[src/verilog/tmo_pkg.sv]
`default_nettype none
package tmo_pkg;
    // byte addresses on the register bus
    localparam logic [7:0] OFF_CTRL = 8'h00;
    localparam logic [7:0] OFF_COUNT_LOW = 8'h04;
    localparam logic [7:0] OFF_COUNT_HIGH = 8'h08;
    localparam logic [7:0] OFF_ROLLOVER = 8'h0C;
    localparam logic [7:0] OFF_WATCHDOG = 8'h10;
    localparam logic [7:0] OFF_PORT_C = 8'h14;
    // timer_one_control fields
    localparam int CTRL_WIDE = 7;
    localparam int CTRL_SYSCLK = 6;
    localparam int CTRL_DIV_HI = 5;
    localparam int CTRL_DIV_LO = 4;
    localparam int CTRL_OSC_EN = 3;
    localparam int CTRL_SYNC_BYP = 2;
    localparam int CTRL_SRC = 1;
    localparam int CTRL_RUN = 0;
    localparam logic [7:0] CTRL_RESET = 8'h00;
    // rollover register fields
    localparam int ROLL_FLAG = 0;
    localparam int ROLL_IRQ_EN = 1;
    // watchdog_control alternate-register select
    localparam int WDT_ALT_SEL = 4;
    // port_c_direction register fields
    localparam int PORT_DIR_LO = 0;
    localparam int PORT_LATCH_LO = 4;
    localparam int PORT_PIN_LO = 8;
    localparam logic [1:0] PORT_DIR_RESET = 2'h3;
    localparam logic [1:0] PORT_LATCH_RESET = 2'h0;
    // count
    localparam int COUNT_W = 16;
    localparam logic [15:0] COUNT_MAX = 16'hFFFF;
    localparam logic [15:0] COUNT_ZERO = 16'h0000;
    // one instruction cycle is four system clocks
    localparam int INSTR_CLKS = 4;
    localparam logic [1:0] INSTR_LAST = 2'(INSTR_CLKS - 1);
    // synchroniser lanes
    localparam int SYN_OSC_IN = 0;
    localparam int SYN_EXT_PIN = 1;
    localparam int SYN_SYSCLK = 2;
    localparam int SYN_W = 3;
endpackage
`default_nettype wire

[src/verilog/tmo_sync2.sv]
`timescale 1ns/100ps
`default_nettype none
module tmo_sync2 #(
    parameter int WIDTH = 1
) (
    // clock and reset
    input wire logic clk,
    input wire logic rst_n,
    // async in, synced out
    input wire logic [WIDTH-1:0] d,
    output logic [WIDTH-1:0] q
);
    logic [WIDTH-1:0] meta_reg;
    logic [WIDTH-1:0] q_reg;

    // first stage feeds only the second stage
    always_ff @(posedge clk or negedge rst_n)
    begin
        if (!rst_n)
        begin
            meta_reg <= '0;
            q_reg <= '0;
        end
        else
        begin
            meta_reg <= d;
            q_reg <= meta_reg;
        end
    end

    assign q = q_reg;
endmodule
`default_nettype wire

[src/verilog/tmo_prescale.sv]
`timescale 1ns/100ps
`default_nettype none
module tmo_prescale #(
    parameter int CNT_W = 3
) (
    // clock and reset
    input wire logic clk,
    input wire logic rst_n,
    // control
    input wire logic clear,
    input wire logic [1:0] sel,
    // ticks
    input wire logic tick_in,
    output logic tick_out
);
    logic [CNT_W-1:0] cnt_reg;
    logic [CNT_W-1:0] cnt_next;
    logic [CNT_W-1:0] mask;

    // divide by 1, 2, 4 or 8
    assign mask = CNT_W'((1 << sel) - 1);
    assign tick_out = tick_in && ((cnt_reg & mask) == mask);
    assign cnt_next = clear ? '0 : (tick_in ? cnt_reg + 1'b1 : cnt_reg);

    always_ff @(posedge clk or negedge rst_n)
    begin
        if (!rst_n)
            cnt_reg <= '0;
        else
            cnt_reg <= cnt_next;
    end
endmodule
`default_nettype wire

[src/verilog/tmo_timer.sv]
// Behaviour
// - count only while run enable is one; clearing it holds count
// - control bit 7 picks buffered 16-bit access or two byte accesses
// - read-only bit 6 shows system clock comes from local oscillator
// - bits 5-4 divide input clock by 1, 2, 4 or 8
// - bit 3 enables local oscillator; zero shuts it fully off
// - bit 2 bypasses external clock sync; ignored in timer mode
// - source bit zero: timer at Fosc/4; one: counter mode
// - counter mode counts rising edges of pin or local oscillator
// - while run enable is one both clock pins are inputs, direction bits read 0
// - wide mode maps high byte address to a buffer register
// - wide mode low byte read copies live high byte into buffer
// - wide mode low byte write loads high byte from buffer too
// - wide mode live high byte only reachable through the buffer
// - high byte write keeps prescaler; low byte write clears it
// - enabled local oscillator keeps running in power-managed modes
// - control visible only while watchdog alternate select is zero
// - count rolls FFFFh to 0000h, setting latched flag with enable
// - compare trigger resets count only in timer or sync counter
// - software count write beats a simultaneous compare reset
// - compare trigger reset does not set the rollover flag
`timescale 1ns/100ps
`default_nettype none
module tmo_timer (
    // clock and reset
    input wire logic clk,
    input wire logic rst_n,
    // apb slave
    input wire logic psel,
    input wire logic penable,
    input wire logic pwrite,
    input wire logic [7:0] paddr,
    input wire logic [31:0] pwdata,
    output logic [31:0] prdata,
    output logic pready,
    output logic pslverr,
    // oscillator and count clock pins
    input wire logic osc_input_pin_i,
    output logic osc_input_pin_o,
    output logic osc_input_pin_oe,
    input wire logic ext_count_clock_pin_i,
    output logic ext_count_clock_pin_o,
    output logic ext_count_clock_pin_oe,
    // clock controller and compare module
    input wire logic sysclk_from_local_osc_i,
    input wire logic compare_event,
    output logic local_osc_enable_o,
    // rollover
    output logic rollover_flag_o,
    output logic rollover_irq_o
);
    // registers
    logic [7:0] ctrl_reg;
    logic [7:0] ctrl_next;
    logic [15:0] count_reg;
    logic [15:0] count_next;
    logic [7:0] hbuf_reg;
    logic [7:0] hbuf_next;
    logic flag_reg;
    logic flag_next;
    logic irq_en_reg;
    logic irq_en_next;
    logic irq_reg;
    logic wdt_alt_reg;
    logic wdt_alt_next;
    logic [1:0] dir_reg;
    logic [1:0] dir_next;
    logic [1:0] latch_reg;
    logic [1:0] latch_next;
    logic [1:0] pin_oe_reg;
    logic [1:0] pin_o_reg;
    logic [1:0] instr_reg;
    logic pend_reg;
    logic pend_next;
    logic src_prev_reg;
    logic [31:0] prdata_reg;
    logic pready_reg;
    logic pslverr_reg;

    // control fields
    logic wide;
    logic run;
    logic osc_en;
    logic sync_byp;
    logic ext_src;
    logic async_mode;
    logic [1:0] div_sel;
    assign wide = ctrl_reg[tmo_pkg::CTRL_WIDE];
    assign run = ctrl_reg[tmo_pkg::CTRL_RUN];
    assign osc_en = ctrl_reg[tmo_pkg::CTRL_OSC_EN];
    assign sync_byp = ctrl_reg[tmo_pkg::CTRL_SYNC_BYP];
    assign ext_src = ctrl_reg[tmo_pkg::CTRL_SRC];
    assign div_sel = ctrl_reg[tmo_pkg::CTRL_DIV_HI:tmo_pkg::CTRL_DIV_LO];
    // bypass only matters with the external source
    assign async_mode = ext_src && sync_byp;

    // pin synchronisers
    logic [tmo_pkg::SYN_W-1:0] syn_d;
    logic [tmo_pkg::SYN_W-1:0] syn_q;
    assign syn_d = {sysclk_from_local_osc_i, ext_count_clock_pin_i,
                    osc_input_pin_i};

    tmo_sync2 #(
        .WIDTH(tmo_pkg::SYN_W)
    ) u_sync (
        .clk(clk),
        .rst_n(rst_n),
        .d(syn_d),
        .q(syn_q)
    );

    logic osc_in_s;
    logic ext_pin_s;
    logic sysclk_local_s;
    assign osc_in_s = syn_q[tmo_pkg::SYN_OSC_IN];
    assign ext_pin_s = syn_q[tmo_pkg::SYN_EXT_PIN];
    assign sysclk_local_s = syn_q[tmo_pkg::SYN_SYSCLK];

    // bus decode
    logic setup;
    logic access;
    logic wr;
    logic rd_setup;
    logic sel_ctrl;
    logic sel_low;
    logic sel_high;
    logic sel_roll;
    logic sel_wdt;
    logic sel_port;
    logic mapped;
    logic ctrl_visible;
    assign setup = psel && !penable;
    assign access = psel && penable && pready_reg;
    assign wr = access && pwrite;
    assign rd_setup = setup && !pwrite;
    assign sel_ctrl = paddr == tmo_pkg::OFF_CTRL;
    assign sel_low = paddr == tmo_pkg::OFF_COUNT_LOW;
    assign sel_high = paddr == tmo_pkg::OFF_COUNT_HIGH;
    assign sel_roll = paddr == tmo_pkg::OFF_ROLLOVER;
    assign sel_wdt = paddr == tmo_pkg::OFF_WATCHDOG;
    assign sel_port = paddr == tmo_pkg::OFF_PORT_C;
    assign mapped = sel_ctrl || sel_low || sel_high || sel_roll
                    || sel_wdt || sel_port;
    // alternate register not built here: address reads zero when selected
    assign ctrl_visible = !wdt_alt_reg;

    logic wr_ctrl;
    logic wr_low;
    logic wr_high;
    logic rd_low;
    assign wr_ctrl = wr && sel_ctrl && ctrl_visible;
    assign wr_low = wr && sel_low;
    assign wr_high = wr && sel_high;
    assign rd_low = rd_setup && sel_low;

    // read data
    logic [7:0] ctrl_rd;
    logic [7:0] high_rd;
    logic [31:0] roll_rd;
    logic [31:0] wdt_rd;
    logic [31:0] port_rd;
    logic [31:0] rd_data;
    logic [1:0] pin_level;
    assign ctrl_rd = {ctrl_reg[7], sysclk_local_s, ctrl_reg[5:0]};
    assign high_rd = wide ? hbuf_reg : count_reg[15:8];
    assign roll_rd = (32'(irq_en_reg) << tmo_pkg::ROLL_IRQ_EN)
                     | (32'(flag_reg) << tmo_pkg::ROLL_FLAG);
    assign wdt_rd = 32'(wdt_alt_reg) << tmo_pkg::WDT_ALT_SEL;
    assign pin_level = {ext_pin_s, osc_in_s};
    // claimed pins read as zero in both direction and level
    assign port_rd = run ? (32'(latch_reg) << tmo_pkg::PORT_LATCH_LO)
                   : ((32'(dir_reg) << tmo_pkg::PORT_DIR_LO)
                   | (32'(latch_reg) << tmo_pkg::PORT_LATCH_LO)
                   | (32'(pin_level) << tmo_pkg::PORT_PIN_LO));
    assign rd_data = sel_ctrl ? (ctrl_visible ? 32'(ctrl_rd) : 32'h0)
                   : sel_low ? 32'(count_reg[7:0])
                   : sel_high ? 32'(high_rd)
                   : sel_roll ? roll_rd
                   : sel_wdt ? wdt_rd
                   : sel_port ? port_rd
                   : 32'h0;

    // instruction cycle divider, Fosc/4
    logic instr_tick;
    assign instr_tick = instr_reg == tmo_pkg::INSTR_LAST;

    // count source: local oscillator replaces the pin when enabled
    logic src_level;
    logic src_edge;
    logic sync_tick;
    logic raw_tick;
    assign src_level = osc_en ? osc_in_s : ext_pin_s;
    assign src_edge = src_level && !src_prev_reg;
    // synchronous counter lines the edge up with the instruction cycle
    assign sync_tick = instr_tick && (pend_reg || src_edge);
    assign pend_next = (instr_tick || !ext_src) ? 1'b0
                       : (pend_reg || src_edge);
    assign raw_tick = run && (!ext_src ? instr_tick
                      : (async_mode ? src_edge : sync_tick));

    logic inc;
    tmo_prescale #(
        .CNT_W(3)
    ) u_prescale (
        .clk(clk),
        .rst_n(rst_n),
        .clear(wr_low),
        .sel(div_sel),
        .tick_in(raw_tick),
        .tick_out(inc)
    );

    // compare trigger is unreliable in async counter mode, so ignored
    logic evt_reset;
    logic any_count_wr;
    logic rollover;
    assign evt_reset = compare_event && !async_mode;
    assign any_count_wr = wr_low || (wr_high && !wide);
    assign rollover = inc && (count_reg == tmo_pkg::COUNT_MAX)
                      && !any_count_wr && !evt_reset;

    // count update, software write first
    assign count_next =
        wr_low ? {(wide ? hbuf_reg : count_reg[15:8]),
                  pwdata[7:0]}
        : (wr_high && !wide) ? {pwdata[7:0], count_reg[7:0]}
        : evt_reset ? tmo_pkg::COUNT_ZERO
        : inc ? count_reg + 16'h0001
        : count_reg;

    // high byte buffer
    assign hbuf_next = (wr_high && wide) ? pwdata[7:0]
                     : (rd_low && wide) ? count_reg[15:8]
                     : hbuf_reg;

    // control: bit 6 is never stored, it mirrors the clock controller
    assign ctrl_next = wr_ctrl ? (pwdata[7:0]
                       & ~(8'h01 << tmo_pkg::CTRL_SYSCLK)) : ctrl_reg;

    // rollover flag: write one to clear, a new rollover wins
    logic flag_clr;
    assign flag_clr = wr && sel_roll && pwdata[tmo_pkg::ROLL_FLAG];
    assign flag_next = rollover || (flag_reg && !flag_clr);
    assign irq_en_next = (wr && sel_roll) ? pwdata[tmo_pkg::ROLL_IRQ_EN]
                         : irq_en_reg;

    assign wdt_alt_next = (wr && sel_wdt) ? pwdata[tmo_pkg::WDT_ALT_SEL]
                          : wdt_alt_reg;
    assign dir_next = (wr && sel_port)
        ? pwdata[tmo_pkg::PORT_DIR_LO +: 2] : dir_reg;
    assign latch_next = (wr && sel_port)
        ? pwdata[tmo_pkg::PORT_LATCH_LO +: 2] : latch_reg;

    // direction bit zero drives the pin unless the timer claims it
    logic [1:0] pin_oe_next;
    assign pin_oe_next = run ? 2'h0 : ~dir_reg;

    always_ff @(posedge clk or negedge rst_n)
    begin
        if (!rst_n)
        begin
            ctrl_reg <= tmo_pkg::CTRL_RESET;
            count_reg <= tmo_pkg::COUNT_ZERO;
            hbuf_reg <= 8'h00;
        end
        else
        begin
            ctrl_reg <= ctrl_next;
            count_reg <= count_next;
            hbuf_reg <= hbuf_next;
        end
    end

    always_ff @(posedge clk or negedge rst_n)
    begin
        if (!rst_n)
        begin
            flag_reg <= 1'b0;
            irq_en_reg <= 1'b0;
            irq_reg <= 1'b0;
            wdt_alt_reg <= 1'b0;
        end
        else
        begin
            flag_reg <= flag_next;
            irq_en_reg <= irq_en_next;
            irq_reg <= flag_next && irq_en_next;
            wdt_alt_reg <= wdt_alt_next;
        end
    end

    always_ff @(posedge clk or negedge rst_n)
    begin
        if (!rst_n)
        begin
            instr_reg <= 2'h0;
            pend_reg <= 1'b0;
            src_prev_reg <= 1'b0;
        end
        else
        begin
            instr_reg <= instr_reg + 2'h1;
            pend_reg <= pend_next;
            src_prev_reg <= src_level;
        end
    end

    always_ff @(posedge clk or negedge rst_n)
    begin
        if (!rst_n)
        begin
            dir_reg <= tmo_pkg::PORT_DIR_RESET;
            latch_reg <= tmo_pkg::PORT_LATCH_RESET;
            pin_oe_reg <= 2'h0;
            pin_o_reg <= 2'h0;
        end
        else
        begin
            dir_reg <= dir_next;
            latch_reg <= latch_next;
            pin_oe_reg <= pin_oe_next;
            pin_o_reg <= latch_reg;
        end
    end

    // read data is registered during setup, so no wait state is needed
    always_ff @(posedge clk or negedge rst_n)
    begin
        if (!rst_n)
        begin
            prdata_reg <= 32'h0;
            pready_reg <= 1'b0;
            pslverr_reg <= 1'b0;
        end
        else
        begin
            pready_reg <= setup;
            pslverr_reg <= setup && !mapped;
            if (rd_setup)
                prdata_reg <= rd_data;
        end
    end

    assign prdata = prdata_reg;
    assign pready = pready_reg;
    assign pslverr = pslverr_reg;
    assign osc_input_pin_o = pin_o_reg[0];
    assign osc_input_pin_oe = pin_oe_reg[0];
    assign ext_count_clock_pin_o = pin_o_reg[1];
    assign ext_count_clock_pin_oe = pin_oe_reg[1];
    // no power-mode gating: the oscillator stays on while enabled
    assign local_osc_enable_o = ctrl_reg[tmo_pkg::CTRL_OSC_EN];
    assign rollover_flag_o = flag_reg;
    assign rollover_irq_o = irq_reg;
endmodule
`default_nettype wire

[config.mk]
export PLATFORM = sky130hd
export DESIGN_NAME = tmo_timer
export DESIGN_NICKNAME = d
export VERILOG_FILES = /design/src/verilog/tmo_pkg.sv /design/src/verilog/tmo_sync2.sv /design/src/verilog/tmo_prescale.sv /design/src/verilog/tmo_timer.sv
export SDC_FILE = /design/constraint.sdc
export NUM_CORES = 1
export LEC_CHECK = 0
export ABC_AREA = 1
export BUFFER_PORTS_ARGS = -buffer_cell sky130_fd_sc_hd__buf_2
export CAP_MARGIN = 20
export CORE_UTILIZATION = 55
export CTS_BUF_LIST = sky130_fd_sc_hd__clkbuf_16
export DETAILED_ROUTE_END_ITERATION = 7
export GPL_TIMING_DRIVEN = 0
export PLACE_DENSITY = 0.81
export SYNTH_ARGS = -nofsm -noshare
export SYNTH_HDL_FRONTEND = slang
export SYNTH_SLANG_ARGS = --single-unit
[constraint.sdc]
create_clock -name clk -period 1.7 [get_ports clk]
set_clock_uncertainty 0.15 [all_clocks]
set_input_delay 0.17 -clock clk [delete_from_list [all_inputs] [get_ports clk]]
set_output_delay 0.17 -clock clk [all_outputs]
set_load 0.03 [all_outputs]
==> flow_metrics.env <==
export IMPL_final_design_area_no_fill_um2=5250
export IMPL_min_period_over_period=1.01
export IMPL_preCtsSetupSlack_ns=-0.201
export IMPL_final_hold_viol_count=0
export IMPL_drc_errors=0
export IMPL_total_area_of_multi_input_combinational_cells_um2=2080
export IMPL_antenna_violating_nets_post_route=0
export IMPL_drv_max_cap_violation_count=0
export IMPL_boundaryPins=90
export IMPL_final_nets=668
export IMPL_ys_types=41
export IMPL_rsz0062_at_grt="true"
export IMPL_layoutNonFillerInstCount=717
export IMPL_pin_count_of_the_biggest_net_entering_global_routing=69
export IMPL_syn2layout_area_growth_pct=29.7
export IMPL_via_count=3865
export IMPL_worstSetupPathType="reg2reg"
export IMPL_globalRoute_totalOverflow=0
export IMPL_violations_in_the_final_reports="setup timing"
export IMPL_detailed_place_hpwl_um=7300
export IMPL_clock_network_latency_to_the_later_pin_of_the_worst_skew_pair_ns=0.34
export IMPL_post_dp_cell_area_um2=4470
export IMPL_leakage_nw=2.72
export IMPL_synthMostInstantiatedCell="nand2_1"
export IMPL_filler_cell_count=502
export IMPL_cell_types_with_the_highest_counts_after_synthesis="160 x nand2_1, 68 x inv_1, 66 x dfrtp_1"
export IMPL_placeable_area_um2=6940
export IMPL_timing_critical_path_to_type="register"
export IMPL_finalWorstPathRequiredPeriod_ns=1.72
export IMPL_largest_register_ffs=16
export IMPL_route_detailed_wl_per_inst_um=15.5
export IMPL_cts_path_max_buffers=2
export IMPL_post_syn_instances=517
export IMPL_synth_async_reset_ratio=1.00
export IMPL_post_synthesis_cell_area_um2=4040
export IMPL_final_util=0.755
export IMPL_vias_per_cell=5.39
export IMPL_cts_inserted_buffers=9
export IMPL_worst_margin_slew_ns=0.855
export IMPL_cts_reportedPaths_clkPinSlew_ns=0.06
export IMPL_yosys_area_top_type="dfrtp_1"
export IMPL_cts_root_buf="clkbuf_16"
export IMPL_cts_htree_levels=3
export IMPL_place_port_buffers=43
export IMPL_antenna_cells=0
export IMPL_count_of_flip_flops_with_a_built_in_enable_after_synthesis=0
export IMPL_crit_path_max_fanout=8
export IMPL_fin_ws_ns=-0.0239
export IMPL_crit_arrival_ns=1.80
export IMPL_drt_pre_antenna_iters=5
export IMPL_cts_sink_count=68
export IMPL_vdd_ir_drop_max_v=0.000543
export IMPL_die_w_um=87.7
export IMPL_synth_flop_cell="dfrtp_1"
export IMPL_report_final_setup_viol=7
export IMPL_antenna_violations_before_repair=0
export IMPL_vias_in_the_first_global_route=3514
export IMPL_rows=30
export IMPL_seq_area_frac_synth=0.421
export IMPL_gp_routability_congestion=0.883
export IMPL_worstPathRequired_ns=1.77
export IMPL_post_synth_cell_area_avg_um2=7.82
export IMPL_cellPowerDensity_nw_per_um2=829
export IMPL_grt_pass1_wl_um=17000
export IMPL_fmax_ghz=0.580
export IMPL_area_taken_by_flip_flops_and_latches_um2=1710
export IMPL_max_slew_margin_rel=0.430
export IMPL_floorplan_initialDensity=0.582
export IMPL_slew_violations=0
export IMPL_synthTopCellsByArea="dfrtp_1 41%, nand2_1 15%, inv_1 6.3%, o21ai_0 4.5%, buf_4 4.5%"
export IMPL_setup_crit_start_kind="register"
export IMPL_number_of_register_bits_inferred_by_synthesis=68
export IMPL_status="finished, violations left"
export IMPL_drt_wl_total_um=11100
export IMPL_fp_dieArea_um2=7700
export IMPL_synth_largest_type_area_fraction=0.408
export IMPL_initialDrtViolationCount=426
export IMPL_die_height_um=87.7
export IMPL_post_place_cells=677
export IMPL_min_delay_path_class="in2reg"
export IMPL_final_layout_size_suffix_gt1_frac=0.308
export IMPL_number_of_warnings_issued_by_yosys=0
export IMPL_grtUsageTotal=0.299
export IMPL_tritoncts="done"
[worst paths after layout]
check,startpoint,endpoint,slack (ns),depth (start not counted)
worst min-delay path,pwdata[1],irq_en_reg$_DFF_PN0_,0.01,3
worst min register to register,u_sync.meta_reg[2]$_DFF_PN0_,u_sync.q[2]$_DFF_PN0_,0.20,0
worst max register to register,pready$_DFF_PN0_,count_reg[3]$_DFFE_PN0P_,-0.02,10
worst max-delay path,pready$_DFF_PN0_,count_reg[3]$_DFFE_PN0P_,-0.02,10
min in group asynchronous,rst_n,prdata[9]$_DFFE_PN0P_,0.35,2
max in group asynchronous,rst_n,count_reg[2]$_DFFE_PN0P_,0.44,2
[worst max-delay path: stages (launching register included)]
cell       delay [ns]
dfrtp_2          0.38
nand3_4          0.10
nor2_8           0.27
nand3_4          0.16
clkinv_4         0.11
nor2_8           0.06
clkbuf_16        0.16
nand2_2          0.05
nand2_1          0.04
nand3_1          0.07
nand2_1          0.06
[stage by stage]
stage               TNS (ns)  hold slack (ns)  total power, mW
floorplan                  0           -0.276             2.00
global placement       -1.86            0.128             2.13
detailed placement     -2.28            0.129             2.14
CTS                  -0.0524           0.0101             4.32
global route           -1.14           0.0286             4.46
finish               -0.0788           0.0131             4.35
[power by group]
part	switching [mW]	total (mW)	leakage, nW	internal [mW]
combinational	0.314	0.491	1.68	0.177
sequential	0.0362	1.70	0.869	1.66
clock	0.728	2.16	0.171	1.43
[metal layers]
layer / GRT usage / vias to the layer above / part of all wire
met1: 0.389 / 1807 / 0.41
met3: 0.0631 / 41 / 0.082
met5: 0 / - / 0
met2: 0.481 / 217 / 0.47
li1: - / 1800 / -
met4: 0.133 / 0 / 0.033
[area by class of cell]
| type | count | share of cell area |
|---|---|---|
| multi-input combinational | 366 | 0.397 |
| sequential | 68 | 0.327 |
| timing repair buffer | 67 | 0.0864 |
| inverter | 75 | 0.0546 |
| buffer | 29 | 0.0472 |
| clock buffer | 9 | 0.0429 |
| tap | 96 | 0.0229 |
| clock inverter | 7 | 0.0222 |
[repair_timing]
action                                  4_1_cts  5_1_grt
setup buffers                                 8       10
hold endpoints to repair                     70        0
gates cloned                                  0        1
resized for setup                            15       39
pin swaps                                     6       17
endpoints found under the setup margin       26       30
hold buffers                                  5        0
[layout by cell type, fill, tap and decap left out, types with 2 or more instances in the layout]
cell,n
clkbuf_16,10
nand2_1,153
dlygate4sd3_1,5
clkinv_4,3
dfrtp_2,8
inv_2,8
buf_6,3
xor2_1,7
buf_2,42
o21ai_0,34
inv_1,67
a21oi_1,9
o221ai_1,8
dfrtp_1,58
buf_12,3
nand4_1,5
o22ai_1,6
o41ai_1,2
or2_2,4
dfstp_2,2
conb_1,22
nand3_4,6
nor3_1,2
buf_4,41
nor2_1,18
ha_1,2
nand2_4,8
nand2_2,13
o21ai_1,3
nor2_2,9
nand3_1,21
nor2_8,4
nor2_4,5
a21oi_4,2
bufinv_16,3
o22a_1,2
nand3_2,11
[cell families (layout without fill, tap and decap cells)]
group | Yosys count | after routing | synth area share
compound gates | 71 | 71 | 0.104
xor+xnor | 8 | 8 | 0.0173
fa+ha+maj | 3 | 3 | 0.00928
buf+inv | 104 | 187 | 0.131
flops | 68 | 68 | 0.421
other cells | 1 | 22 | 0.000927
simple gates | 262 | 262 | 0.316
Power figures use the tool's default switching activity.
